**config.mk**
```make
export PLATFORM = sky130hd
export DESIGN_NAME = serial_audio_receiver_flat
export DESIGN_NICKNAME = d
export VERILOG_FILES = /design/src/hdl/audio_rx_pkg.sv /design/src/hdl/audio_link_if.sv /design/src/hdl/sample_fifo.sv /design/src/hdl/serial_audio_receiver.sv /design/src/flat_wrapper.sv
export SDC_FILE = /design/constraint.sdc
export NUM_CORES = 1
export LEC_CHECK = 0
export BUFFER_PORTS_ARGS = -buffer_cell sky130_fd_sc_hd__buf_2
export CAP_MARGIN = 25
export CORE_MARGIN = 8
export CORE_UTILIZATION = 40
export CTS_BUF_LIST = sky130_fd_sc_hd__clkbuf_2 sky130_fd_sc_hd__clkbuf_4 sky130_fd_sc_hd__clkbuf_8
export DETAILED_ROUTE_END_ITERATION = 7
export MAX_ROUTING_LAYER = met4
export PLACE_DENSITY_LB_ADDON = 0.25
export SYNTH_ARGS = -nofsm -noshare
export SYNTH_HDL_FRONTEND = slang
export SYNTH_SLANG_ARGS = --single-unit
```
**constraint.sdc**
```tcl
create_clock -name core_clk -period 4.24 [get_ports core_clk]
set_input_delay 0.848 -clock core_clk [delete_from_list [all_inputs] [get_ports core_clk]]
set_output_delay 0.848 -clock core_clk [all_outputs]
set_load 0.05 [all_outputs]
```
**src/hdl/audio_rx_pkg.sv**
```systemverilog
// How it works
// - Receiver is slave; source makes both clocks
// - Frame clock, bit clock, one shared data line
// - Format code D3-D0, first-bit select D4
// - Reset: I2S framing, MSB first
// - First-bit select: 0 MSB, 1 LSB first
// - 32fs: 1100 I2S 15-bit, 1110 16-bit
// - I2S codes 0000/0100/1000 give 24/20/18 bits
// - Low bits 01 left, 10 right justified
// - Source bit clock is 32/48/64 fs
// - Bit 5 delays bit clock one core cycle
// - Bit 6 picks slot for channel one
// - Bit 7 picks slot for channel two, reset 1
// - Both channel selects act independently
`default_nettype none
package audio_rx_pkg;
   localparam logic [7:0] CFG_OFFSET     = 8'h01;
   localparam logic [7:0] STATUS_OFFSET  = 8'h02;
   localparam logic [7:0] CFG_RESET      = 8'h80;
   localparam int         FMT_LSB        = 0;
   localparam int         FIRST_BIT_POS  = 4;
   localparam int         BCLK_DELAY_POS = 5;
   localparam int         CH1_SEL_POS    = 6;
   localparam int         CH2_SEL_POS    = 7;
   localparam int         OVERRUN_POS    = 0;
   localparam int         NOT_EMPTY_POS  = 1;
   localparam logic [1:0] STYLE_I2S      = 2'h0;
   localparam logic [1:0] STYLE_LEFT     = 2'h1;
   localparam logic [1:0] STYLE_RIGHT    = 2'h2;
   localparam logic [1:0] RATIO_32       = 2'h0;
   localparam logic [1:0] RATIO_48       = 2'h1;
   localparam int         SAMPLE_W       = 24;
   localparam int         FIFO_DEPTH     = 16;
   localparam int         CORE_PERIOD_NS = 50;
   localparam int         LINK_HALF_NS   = 200;
   localparam int         LINK_HALF_CYCLES = (LINK_HALF_NS + CORE_PERIOD_NS - 1) / CORE_PERIOD_NS;

   // Word length from the upper format bits
   function automatic logic [4:0] word_len(input logic [1:0] len_code);
      case (len_code)
         2'h0:    word_len = 5'h18;
         2'h1:    word_len = 5'h14;
         2'h2:    word_len = 5'h12;
         default: word_len = 5'h10;
      endcase
   endfunction
endpackage
`default_nettype wire

```
**src/hdl/audio_link_if.sv**
```systemverilog
`default_nettype none
interface audio_link_if;
   logic frame_clock_in;
   logic bit_clock_in;
   logic serial_data_in;

   modport source (
      output frame_clock_in,
      output bit_clock_in,
      output serial_data_in
   );
   modport receiver (
      input frame_clock_in,
      input bit_clock_in,
      input serial_data_in
   );
endinterface
`default_nettype wire

```
**src/hdl/sample_fifo.sv**
```systemverilog
`default_nettype none
module sample_fifo #(
   parameter int WIDTH = 48,
   parameter int DEPTH = 16
) (
   input  wire logic                     core_clk,
   input  wire logic                     rst_b,
   input  wire logic                     clk_en,
   input  wire logic                     in_valid,
   output logic                          in_ready,
   input  wire logic [WIDTH-1:0]         in_data,
   output logic                          out_valid,
   input  wire logic                     out_ready,
   output logic [WIDTH-1:0]              out_data
);
   localparam int PW = $clog2(DEPTH);
   localparam logic [PW:0] FULL_COUNT = (PW+1)'(DEPTH);

   logic [WIDTH-1:0] mem [DEPTH];
   logic [PW-1:0]    wr_ptr;
   logic [PW-1:0]    rd_ptr;
   logic [PW:0]      count;
   wire              do_wr = in_valid & in_ready;
   wire              do_rd = out_valid & out_ready;

   assign in_ready  = count != FULL_COUNT;
   assign out_valid = count != '0;
   assign out_data  = mem[rd_ptr];

   always_ff @(posedge core_clk) begin
      if (clk_en && do_wr) begin
         mem[wr_ptr] <= in_data;
      end
   end

   always_ff @(posedge core_clk or negedge rst_b) begin
      if (!rst_b) begin
         wr_ptr <= '0;
         rd_ptr <= '0;
         count  <= '0;
      end else if (clk_en) begin
         if (do_wr) wr_ptr <= wr_ptr + 1'b1;
         if (do_rd) rd_ptr <= rd_ptr + 1'b1;
         if (do_wr && !do_rd) count <= count + 1'b1;
         else if (do_rd && !do_wr) count <= count - 1'b1;
      end
   end
endmodule
`default_nettype wire

```
**src/hdl/serial_audio_receiver.sv**
```systemverilog
`default_nettype none
module serial_audio_receiver
   import audio_rx_pkg::*;
(
   input  wire logic                core_clk,
   input  wire logic                rst_b,
   input  wire logic                clk_en,
   audio_link_if.receiver           link,
   input  wire logic [7:0]          reg_addr,
   input  wire logic [7:0]          reg_wdata,
   input  wire logic                reg_wr,
   input  wire logic                reg_rd,
   output logic [7:0]               reg_rdata,
   output logic                     sample_valid,
   input  wire logic                sample_ready,
   output logic [SAMPLE_W-1:0]      ch1_sample,
   output logic [SAMPLE_W-1:0]      ch2_sample
);
   logic [7:0]          cfg;
   logic                overrun;
   logic [2:0]          sync1;
   logic [2:0]          sync2;
   logic                bclk_late;
   logic                bclk_prev;
   logic                frame_prev;
   logic                started;
   logic [6:0]          bit_idx;
   logic [SAMPLE_W-1:0] shift_w;
   logic [4:0]          n_shift;
   logic [SAMPLE_W-1:0] left_word;
   logic                have_left;
   logic                push_valid;
   logic [2*SAMPLE_W-1:0] push_data;
   logic                push_ready;

   // Register fields
   wire [3:0] input_format_code  = cfg[FMT_LSB +: 4];
   wire [1:0] style              = input_format_code[1:0];
   wire [4:0] len                = word_len(input_format_code[3:2]);
   wire       first_bit_select   = cfg[FIRST_BIT_POS];
   wire       bit_clock_delay_en = cfg[BCLK_DELAY_POS];
   wire       ch1_slot_select    = cfg[CH1_SEL_POS];
   wire       ch2_slot_select    = cfg[CH2_SEL_POS];
   wire       i2s_like  = style != STYLE_LEFT && style != STYLE_RIGHT;

   // Link sampling, all three pins only listened to
   wire frame_bit = sync2[2];
   wire bclk_sync = sync2[1];
   wire data_bit  = sync2[0];
   wire bclk_now  = bit_clock_delay_en ? bclk_late : bclk_sync;
   wire bclk_rise = bclk_now & ~bclk_prev;
   wire boundary  = frame_bit != frame_prev;

   // Bit position inside the current slot
   wire [6:0]          idx    = boundary ? 7'h00 : bit_idx;
   wire [SAMPLE_W-1:0] base_w = boundary ? '0 : shift_w;
   wire [4:0]          base_n = boundary ? 5'h00 : n_shift;
   wire [6:0]          len7   = {2'h0, len};
   wire take_i2s  = idx >= 7'h01 && idx <= len7;
   wire take_left = idx < len7;
   wire take_bit  = style == STYLE_RIGHT ? 1'b1 : (style == STYLE_LEFT ? take_left : take_i2s);
   wire [SAMPLE_W-1:0] ins_w = first_bit_select ? {data_bit, base_w[SAMPLE_W-1:1]}
                                         : {base_w[SAMPLE_W-2:0], data_bit};
   wire [4:0] ins_n = base_n < len ? base_n + 5'h01 : base_n;

   // Finished slot, left-aligned with zero fill
   wire [4:0]          pad      = 5'h18 - n_shift;
   wire [SAMPLE_W-1:0] top_mask = ~({SAMPLE_W{1'b1}} >> n_shift);
   wire [SAMPLE_W-1:0] slot_word = first_bit_select ? (shift_w & top_mask) : (shift_w << pad);
   wire slot_is_left = i2s_like ? ~frame_prev : frame_prev;

   // Independent slot routing
   wire [SAMPLE_W-1:0] ch1_word = ch1_slot_select ? slot_word : left_word;
   wire [SAMPLE_W-1:0] ch2_word = ch2_slot_select ? slot_word : left_word;

   wire cfg_hit    = reg_addr == CFG_OFFSET;
   wire status_hit = reg_addr == STATUS_OFFSET;
   wire [7:0] status_val = {6'h00, sample_valid, overrun};
   wire [7:0] rd_mux = cfg_hit ? cfg : (status_hit ? status_val : 8'h00);
   wire overrun_set = push_valid & ~push_ready;
   wire overrun_clr = reg_wr & status_hit & reg_wdata[OVERRUN_POS];

   always_ff @(posedge core_clk or negedge rst_b) begin
      if (!rst_b) begin
         cfg       <= CFG_RESET;
         reg_rdata <= 8'h00;
         overrun   <= 1'b0;
      end else if (clk_en) begin
         if (reg_wr && cfg_hit) cfg <= reg_wdata;
         reg_rdata <= reg_rd ? rd_mux : 8'h00;
         if (overrun_set) overrun <= 1'b1;
         else if (overrun_clr) overrun <= 1'b0;
      end
   end

   always_ff @(posedge core_clk or negedge rst_b) begin
      if (!rst_b) begin
         sync1     <= 3'h0;
         sync2     <= 3'h0;
         bclk_late <= 1'b0;
         bclk_prev <= 1'b0;
      end else if (clk_en) begin
         sync1     <= {link.frame_clock_in, link.bit_clock_in, link.serial_data_in};
         sync2     <= sync1;
         bclk_late <= bclk_sync;
         bclk_prev <= bclk_now;
      end
   end

   always_ff @(posedge core_clk or negedge rst_b) begin
      if (!rst_b) begin
         frame_prev <= 1'b0;
         started    <= 1'b0;
         bit_idx    <= 7'h00;
         shift_w    <= '0;
         n_shift    <= 5'h00;
      end else if (clk_en && bclk_rise) begin
         frame_prev <= frame_bit;
         if (boundary) started <= 1'b1;
         bit_idx    <= idx == 7'h7f ? idx : idx + 7'h01;
         shift_w    <= take_bit ? ins_w : base_w;
         n_shift    <= take_bit ? ins_n : base_n;
      end
   end

   // Pair the two slots of a frame into one entry
   always_ff @(posedge core_clk or negedge rst_b) begin
      if (!rst_b) begin
         left_word  <= '0;
         have_left  <= 1'b0;
         push_valid <= 1'b0;
         push_data  <= '0;
      end else if (clk_en) begin
         push_valid <= 1'b0;
         if (bclk_rise && boundary && started) begin
            if (slot_is_left) begin
               left_word <= slot_word;
               have_left <= 1'b1;
            end else if (have_left) begin
               have_left  <= 1'b0;
               push_valid <= 1'b1;
               push_data  <= {ch2_word, ch1_word};
            end
         end
      end
   end

   sample_fifo #(
      .WIDTH (2*SAMPLE_W),
      .DEPTH (FIFO_DEPTH)
   ) u_fifo (
      .core_clk  (core_clk),
      .rst_b     (rst_b),
      .clk_en    (clk_en),
      .in_valid  (push_valid),
      .in_ready  (push_ready),
      .in_data   (push_data),
      .out_valid (sample_valid),
      .out_ready (sample_ready),
      .out_data  ({ch2_sample, ch1_sample})
   );
endmodule
`default_nettype wire

```
**src/flat_wrapper.sv**
```systemverilog
// flat-port wrapper written by rule: the top's interface ports become plain ports
module serial_audio_receiver_flat import audio_rx_pkg::*;
  (core_clk, rst_b, clk_en, reg_addr, reg_wdata, reg_wr, reg_rd, reg_rdata, sample_valid, sample_ready, ch1_sample, ch2_sample, link_frame_clock_in, link_bit_clock_in, link_serial_data_in);
  audio_link_if link_i ();
  input  wire logic core_clk;
  input  wire logic rst_b;
  input  wire logic clk_en;
  input  wire logic [7:0] reg_addr;
  input  wire logic [7:0] reg_wdata;
  input  wire logic reg_wr;
  input  wire logic reg_rd;
  output logic [7:0] reg_rdata;
  output logic sample_valid;
  input  wire logic sample_ready;
  output logic [SAMPLE_W-1:0] ch1_sample;
  output logic [SAMPLE_W-1:0] ch2_sample;
  input wire logic [$bits(link_i.frame_clock_in)-1:0] link_frame_clock_in;
  input wire logic [$bits(link_i.bit_clock_in)-1:0] link_bit_clock_in;
  input wire logic [$bits(link_i.serial_data_in)-1:0] link_serial_data_in;
  assign link_i.frame_clock_in = link_frame_clock_in;
  assign link_i.bit_clock_in = link_bit_clock_in;
  assign link_i.serial_data_in = link_serial_data_in;
  serial_audio_receiver u_core (.core_clk(core_clk), .rst_b(rst_b), .clk_en(clk_en), .link(link_i), .reg_addr(reg_addr), .reg_wdata(reg_wdata), .reg_wr(reg_wr), .reg_rd(reg_rd), .reg_rdata(reg_rdata), .sample_valid(sample_valid), .sample_ready(sample_ready), .ch1_sample(ch1_sample), .ch2_sample(ch2_sample));
endmodule
```
## After elaboration in Yosys (flattened, before gate mapping)

Memories as Yosys holds them, arrays and structs flattened.
Cells that the tools add are included.

| word-level totals | value |
|---|---|
| memories kept | 1 |
| register bits | 150 |
| memory bits (writable) | 768 |
| output and inout port bits | 57 |

| operators by class | value |
|---|---|
| eq/ne operators | 11 |
| multiplexer cells | 29 |
| magnitude comparators | 4 |
| add/sub/neg operators | 7 |
| reduce and logical (&&, ||, !) cells | 24 |
| shifts and indexed selects | 2 |
| bitwise logic cells | 12 |

Memory list:

| memory | depth | width | read ports | clocked after Yosys merged registers in | write ports | RTL line | RTL |
|---|---|---|---|---|---|---|---|
| u_core.u_fifo.mem | 16 | 48 | 1 | 0 | 1 | sample_fifo.sv:19 | `logic [WIDTH-1:0] mem [DEPTH];` |

Operators by type and width:

| kind | number |
|---|---|
| $mux 24 | 6 |
| $mux 5 | 5 |
| $and 24x24->24 | 1 |
| $not 24->24 | 1 |
| $shl 24x5->24 | 1 |
| $shr 24x5->24 const A | 1 |
| $mux 8 | 2 |
| $mux 7 | 2 |
| $reduce_and 2->1 | 7 |
| $mux 1 | 12 |
| $pmux 4 s3 | 1 |
| $add 5x1->5 const B | 2 |
| $logic_and 1x1->1 | 9 |
| $add 4x1->4 const B | 2 |
| $eq 8x1->1 const B | 1 |
| $eq 8x2->1 const B | 1 |
| $add 7x1->7 const B | 1 |
| $eq 7x7->1 const B | 1 |
| $ge 7x1->1 const B | 1 |
| $le 7x5->1 | 1 |
| $lt 7x5->1 | 1 |
| $and 1x1->1 | 6 |
| $lt 5x5->1 | 1 |
| $ne 5x5->1 const B | 1 |
| other kinds (15) | 22 |

## Depth between registers and ports, before layout

| depth | value |
|---|---|
| depth in word-level cells | 7 |
| depth in mapped cells | 14 |
| mapped depth without buffers | 11 |

## Hierarchy

From an unflattened synthesis, not the netlist that was laid out.

| unflattened totals | value |
|---|---|
| cell total of the unflattened synthesis | 2,101 |
| area, all modules | 37,707.4 sq um |

Modules (own cells, without submodules):

| module | cells each | area each (sq um) | instances |
|---|---|---|---|
| sample_fifo | 1,269 | 29,540.8 | 1 |
| serial_audio_receiver | 832 | 8,166.6 | 1 |

## Worst setup path before layout

Ideal clock, no wire load.

| timing | value |
|---|---|
| path type | reg-to-reg |
| start point | reg u_core.n_shift[0] |
| end point | reg u_core.push_data[39] |
| setup slack | 1.000 ns |
| arrival | 3.122 ns |
| stages on the path, launching flop included | 15 |
| setup time | 0.118 ns |
| cells stage by stage | dfrtp_1 -> buf_2 -> buf_4 -> inv_1 -> buf_2 -> ha_1 -> ha_1 -> clkbuf_1 -> clkbuf_1 -> mux4_2 -> mux2i_1 -> nand2_1 -> a31oi_1 -> a211oi_1 -> a21o_1 |

| on the way | value |
|---|---|
| cells in the longest elaborated chain, start to end | 5 |
| elaborated cells on any way between the ends | 7 |
| those cells by class | add/sub (1); shift (2); mux (2); bitwise (2) |

RTL lines:

| element | RTL line | RTL |
|---|---|---|
| start, declared | serial_audio_receiver.sv:29 | `logic [4:0] n_shift;` |
| start signal, assigned | serial_audio_receiver.sv:122 | `n_shift <= take_bit ? ins_n : base_n;` |
| parallel branches: the longest is 3 deep, another holds $sub 5x5->5 | - |  |
| $mux 24 (*) | serial_audio_receiver.sv:69 | `wire [SAMPLE_W-1:0] slot_word = first_bit_select ? (shift_w & top_mask) : (shift_w << pad);` |
| $mux 24 (*) | serial_audio_receiver.sv:74 | `wire [SAMPLE_W-1:0] ch2_word = ch2_slot_select ? slot_word : left_word;` |
| end signal, assigned | serial_audio_receiver.sv:142 | `push_data <= {ch2_word, ch1_word};` |
| end, declared | serial_audio_receiver.sv:33 | `logic [2*SAMPLE_W-1:0] push_data;` |

Every way passes the cells marked *.
A chain may end at the register's enable or synchronous reset.

## Worst setup path in the final report

| timing | value |
|---|---|
| start point | reg u_core.u_fifo.rd_ptr[0] |
| end point | out ch1_sample[1] |

| on the way | value |
|---|---|
| cells in the longest elaborated chain, start to end | 1 |

RTL lines:

| element | RTL line | RTL |
|---|---|---|
| start, declared | sample_fifo.sv:21 | `logic [PW-1:0] rd_ptr;` |
| start signal, assigned | sample_fifo.sv:43 | `if (do_rd) rd_ptr <= rd_ptr + 1'b1;` |
| $mem_v2 16x48 | - |  |
| end, declared | flat_wrapper.sv:15 | `output logic [SAMPLE_W-1:0] ch1_sample;` |

No other way between the ends.

==> key figures <==
Setup path
  • CP max FO: 28
  • Critical path required time: 3.39 ns
  • Crit path to: ch1_sample[1]
  • R2R cell count: 9
  • Reg2reg setup slack: 1.07 ns
  • Startpoint types: register
  • Crit Path Category: register to output pin
  • WP data arrival: 3.19 ns
  • FF-to-FF Start: u_core.n_shift[0]
  • CP Launch Point: u_core.u_fifo.rd_ptr[0]
  • RR Endpoint: u_core.push_data[11]
  • CP endpoint kind: output pin

Yosys
  • Synth Instances: 1,990
  • Leading area contributor after synthesis: edfxtp_1
  • Synthesized cell area: 0.0377 sq mm
  • Top cells by count, synth: edfxtp_1, mux4_2, dfrtp_1, nand2_1, o21ai_0
  • Syn nets: 2,035
  • Synth cell types: 79
  • Avg Cell Area, Syn: 19.0 sq um
  • Ys flop type: edfxtp_1
  • Seq/Total Area, Yosys: 71.1%
  • #FFs+latches synth: 918
  • Yosys warns: 0
  • Post-synth ARST share: 16.3%
  • Main area contributors after synthesis: edfxtp_1, mux4_2, dfrtp_1
  • Most frequent cell after synthesis: edfxtp_1
  • Post-synth EDFFs: 768
  • Synth top area share: 61.1%

Clocking
  • Hold buffers post-CTS: 0
  • CTS H-tree depth: 4
  • Clk slew on worst S/H paths: 0.06 ns
  • Post-CTS setup buffers: 0
  • Clk root buf: clkbuf_8
  • CTS resizes: 0
  • CTS Buf Count: 151
  • TritonCTS clock tree: yes
  • Clock Tree Buf Depth: 3
  • Clock Latency Late Sink: 0.79 ns
  • Clock sink total: 918

Hold path
  • HP Class: input pin to register
  • Hold Path Depth: 2

Drt
  • Routed vias/inst: 5.58
  • WL/cell: 26.1 um
  • Routed vias: 19,800
  • Final ANT Viol Nets: 0
  • # DRC: 0
  • Starting DRC count in detailed routing: 1,935
  • Initial DRT Pass Iterations: 5
  • Post-Route WL: 92,700 um

GRT
  • Largest net degree at the start of global routing: 105
  • Initial antenna violation count: 2
  • Global Route Usage Sum: 18.4%
  • Remaining global-route overflow: 0
  • Global-route wire length before repair: 138,000 um
  • Vias in the first global route: 20,800

Finish
  • Final core occ: 46.2%
  • Total Nets Final: 2,217
  • Area Growth Syn to Fin: 14.2%
  • Share of cells above drive strength 1: 31.8%

Timing
  • Worst slew pin tran: 0.856 ns
  • RSZ-0062 raised after global routing: false
  • Setup TNS: 0 ns
  • Clock skew: 0.0296 ns
  • Final setup fails: 0
  • F_max: 248 MHz
  • Final Hold Vio Count: 0
  • Hold slack: 0.297 ns
  • Slew HR: 42.9%
  • Max-slew violation count: 0
  • Final period util: 95.2%
  • Period minus WS final: 4.04 ns

Power and ir drop
  • Seq pwr share: 43.5%
  • Static leakage: 14.6 nW
  • Combinational fraction of design power: 24.3%
  • Power share of the clock group: 32.3%
  • Switching part of the total: 31.7%
  • Cell-internal power: 16.1 mW
  • PnR Total Power: 23.6 mW
  • PD cells: 547 mW/mm^2
  • Sw power: 7.47 mW
  • Worst vdd ir: 0.328 mV

Floorplanning
  • Die width: 323 um
  • FP Rows: 112
  • Initial Util: 40.4%
  • DIE HEIGHT: 323 um
  • Die Area: 0.104 sq mm
  • Core area: 0.0933 sq mm
  • Top-level port count: 82

Status
  • Status: completed

Placed design
  • IO Port Bufs: 81
  • Detailed Place HPWL: 54,400 um
  • GP Congestion: 0.879

Job
  • Number of max-cap violations: 0
==> layer usage <==
metal	track usage (%)	wire length, um
met1	23.8	39500
met3	3.10	4890
met2	30.1	46400
met4	5.24	1940
met5	-	0
==> logic make-up (layout without fill, tap and decap cells) <==
family,Yosys count,after routing,share of synthesized area [%]
DFF,918,918,71.1
muxes,324,324,17.0
AOI/OAI and AO/OA,307,307,5.66
and+or+nand+nor,252,252,3.43
buffers and inverters,155,458,1.74
adders and majority gates,20,20,0.683
xor gates and xnor gates,14,14,0.345
other,0,2,0
==> sequential cells by signal (all words and copies together), names as in the netlist, 3 cells and up <==
signal	flops
u_core.u_fifo.rd_ptr	4
u_core.u_fifo.mem	768
u_core.cfg	8
u_core.n_shift	5
u_core.left_word	24
u_core.reg_rdata	8
u_core.u_fifo.count	5
u_core.sync1	3
u_core.push_data	48
u_core.u_fifo.wr_ptr	4
u_core.shift_w	24
u_core.bit_idx	7
u_core.sync2	3
==> power by group through the flow <==
stage	Sequential, mW	Clock, mW	Combinational (mW)
2_1_floorplan	10.1	0	4.54
3_3_place_gp	10.4	0	5.83
3_5_place_dp	10.4	0	5.83
4_1_cts	10.3	7.79	5.84
5_1_grt	10.3	8.17	6.12
6_report	10.2	7.60	5.72
==> worst min-delay path by stage <==
stage,startpoint,to,slack [ns]
3_3_place_gp,u_core.left_word[22],u_core.left_word[22],0.47
3_5_place_dp,u_core.left_word[16],u_core.left_word[16],0.48
6_report,reg_wdata[5],u_core.cfg[5],0.30
2_1_floorplan,u_core.overrun,u_core.overrun,0.45
4_1_cts,rst_b,u_core.shift_w[5],0.15
5_1_grt,reg_wdata[7],u_core.cfg[7],0.24
==> area by class of cell <==
class | instances | area (sq um)
clock inverters | 76 | 490
multi-input cells | 917 | 10300
fillers | 7916 | 50300
repair buffers | 154 | 1290
flip-flops and latches | 918 | 26800
inverters | 30 | 113
diodes | 2 | 5.00
clock buffers | 198 | 2490
well taps | 1254 | 1570
==> placed cells by master (no fill, tap or decap), types with 10 or more instances in the layout <==
cell / netlist / routed
a21oi_1: 78 / 78
nand3_1: 12 / 12
a21o_1: 29 / 29
buf_2: 30 / 80
clkinv_2: 0 / 14
mux4_2: 251 / 251
clkbuf_8: 0 / 160
clkinv_1: 2 / 44
nand2_1: 103 / 103
buf_12: 0 / 25
mux2i_1: 40 / 40
clkbuf_4: 0 / 38
inv_1: 28 / 28
buf_4: 4 / 46
o2bb2ai_2: 20 / 20
o21ai_0: 88 / 88
nor3b_1: 23 / 23
dfrtp_1: 149 / 145
and2_4: 0 / 16
ha_1: 19 / 19
edfxtp_1: 768 / 768
mux2_2: 33 / 33
nand2b_1: 10 / 10
nor2_1: 33 / 33
==> per-stage QoR <==
stage | cells | worst slack, ns | instance area [sq um]
after floorplan | 1990 | 1.00 | 37700
after global placement | 3271 | 0.956 | 40100
after detailed placement | 3271 | 0.943 | 40100
after CTS | 3545 | 0.0523 | 43000
after global routing | 3549 | 0.0262 | 43100
final | 3549 | 0.204 | 43100
==> worst max-delay path, cell delays in order (launching register included) <==
cell     delay [ns]
dfrtp_4        0.52
buf_4          0.53
mux4_2         0.59
mux4_2         0.50
buf_2          0.23
Power figures use the tool's default switching activity.
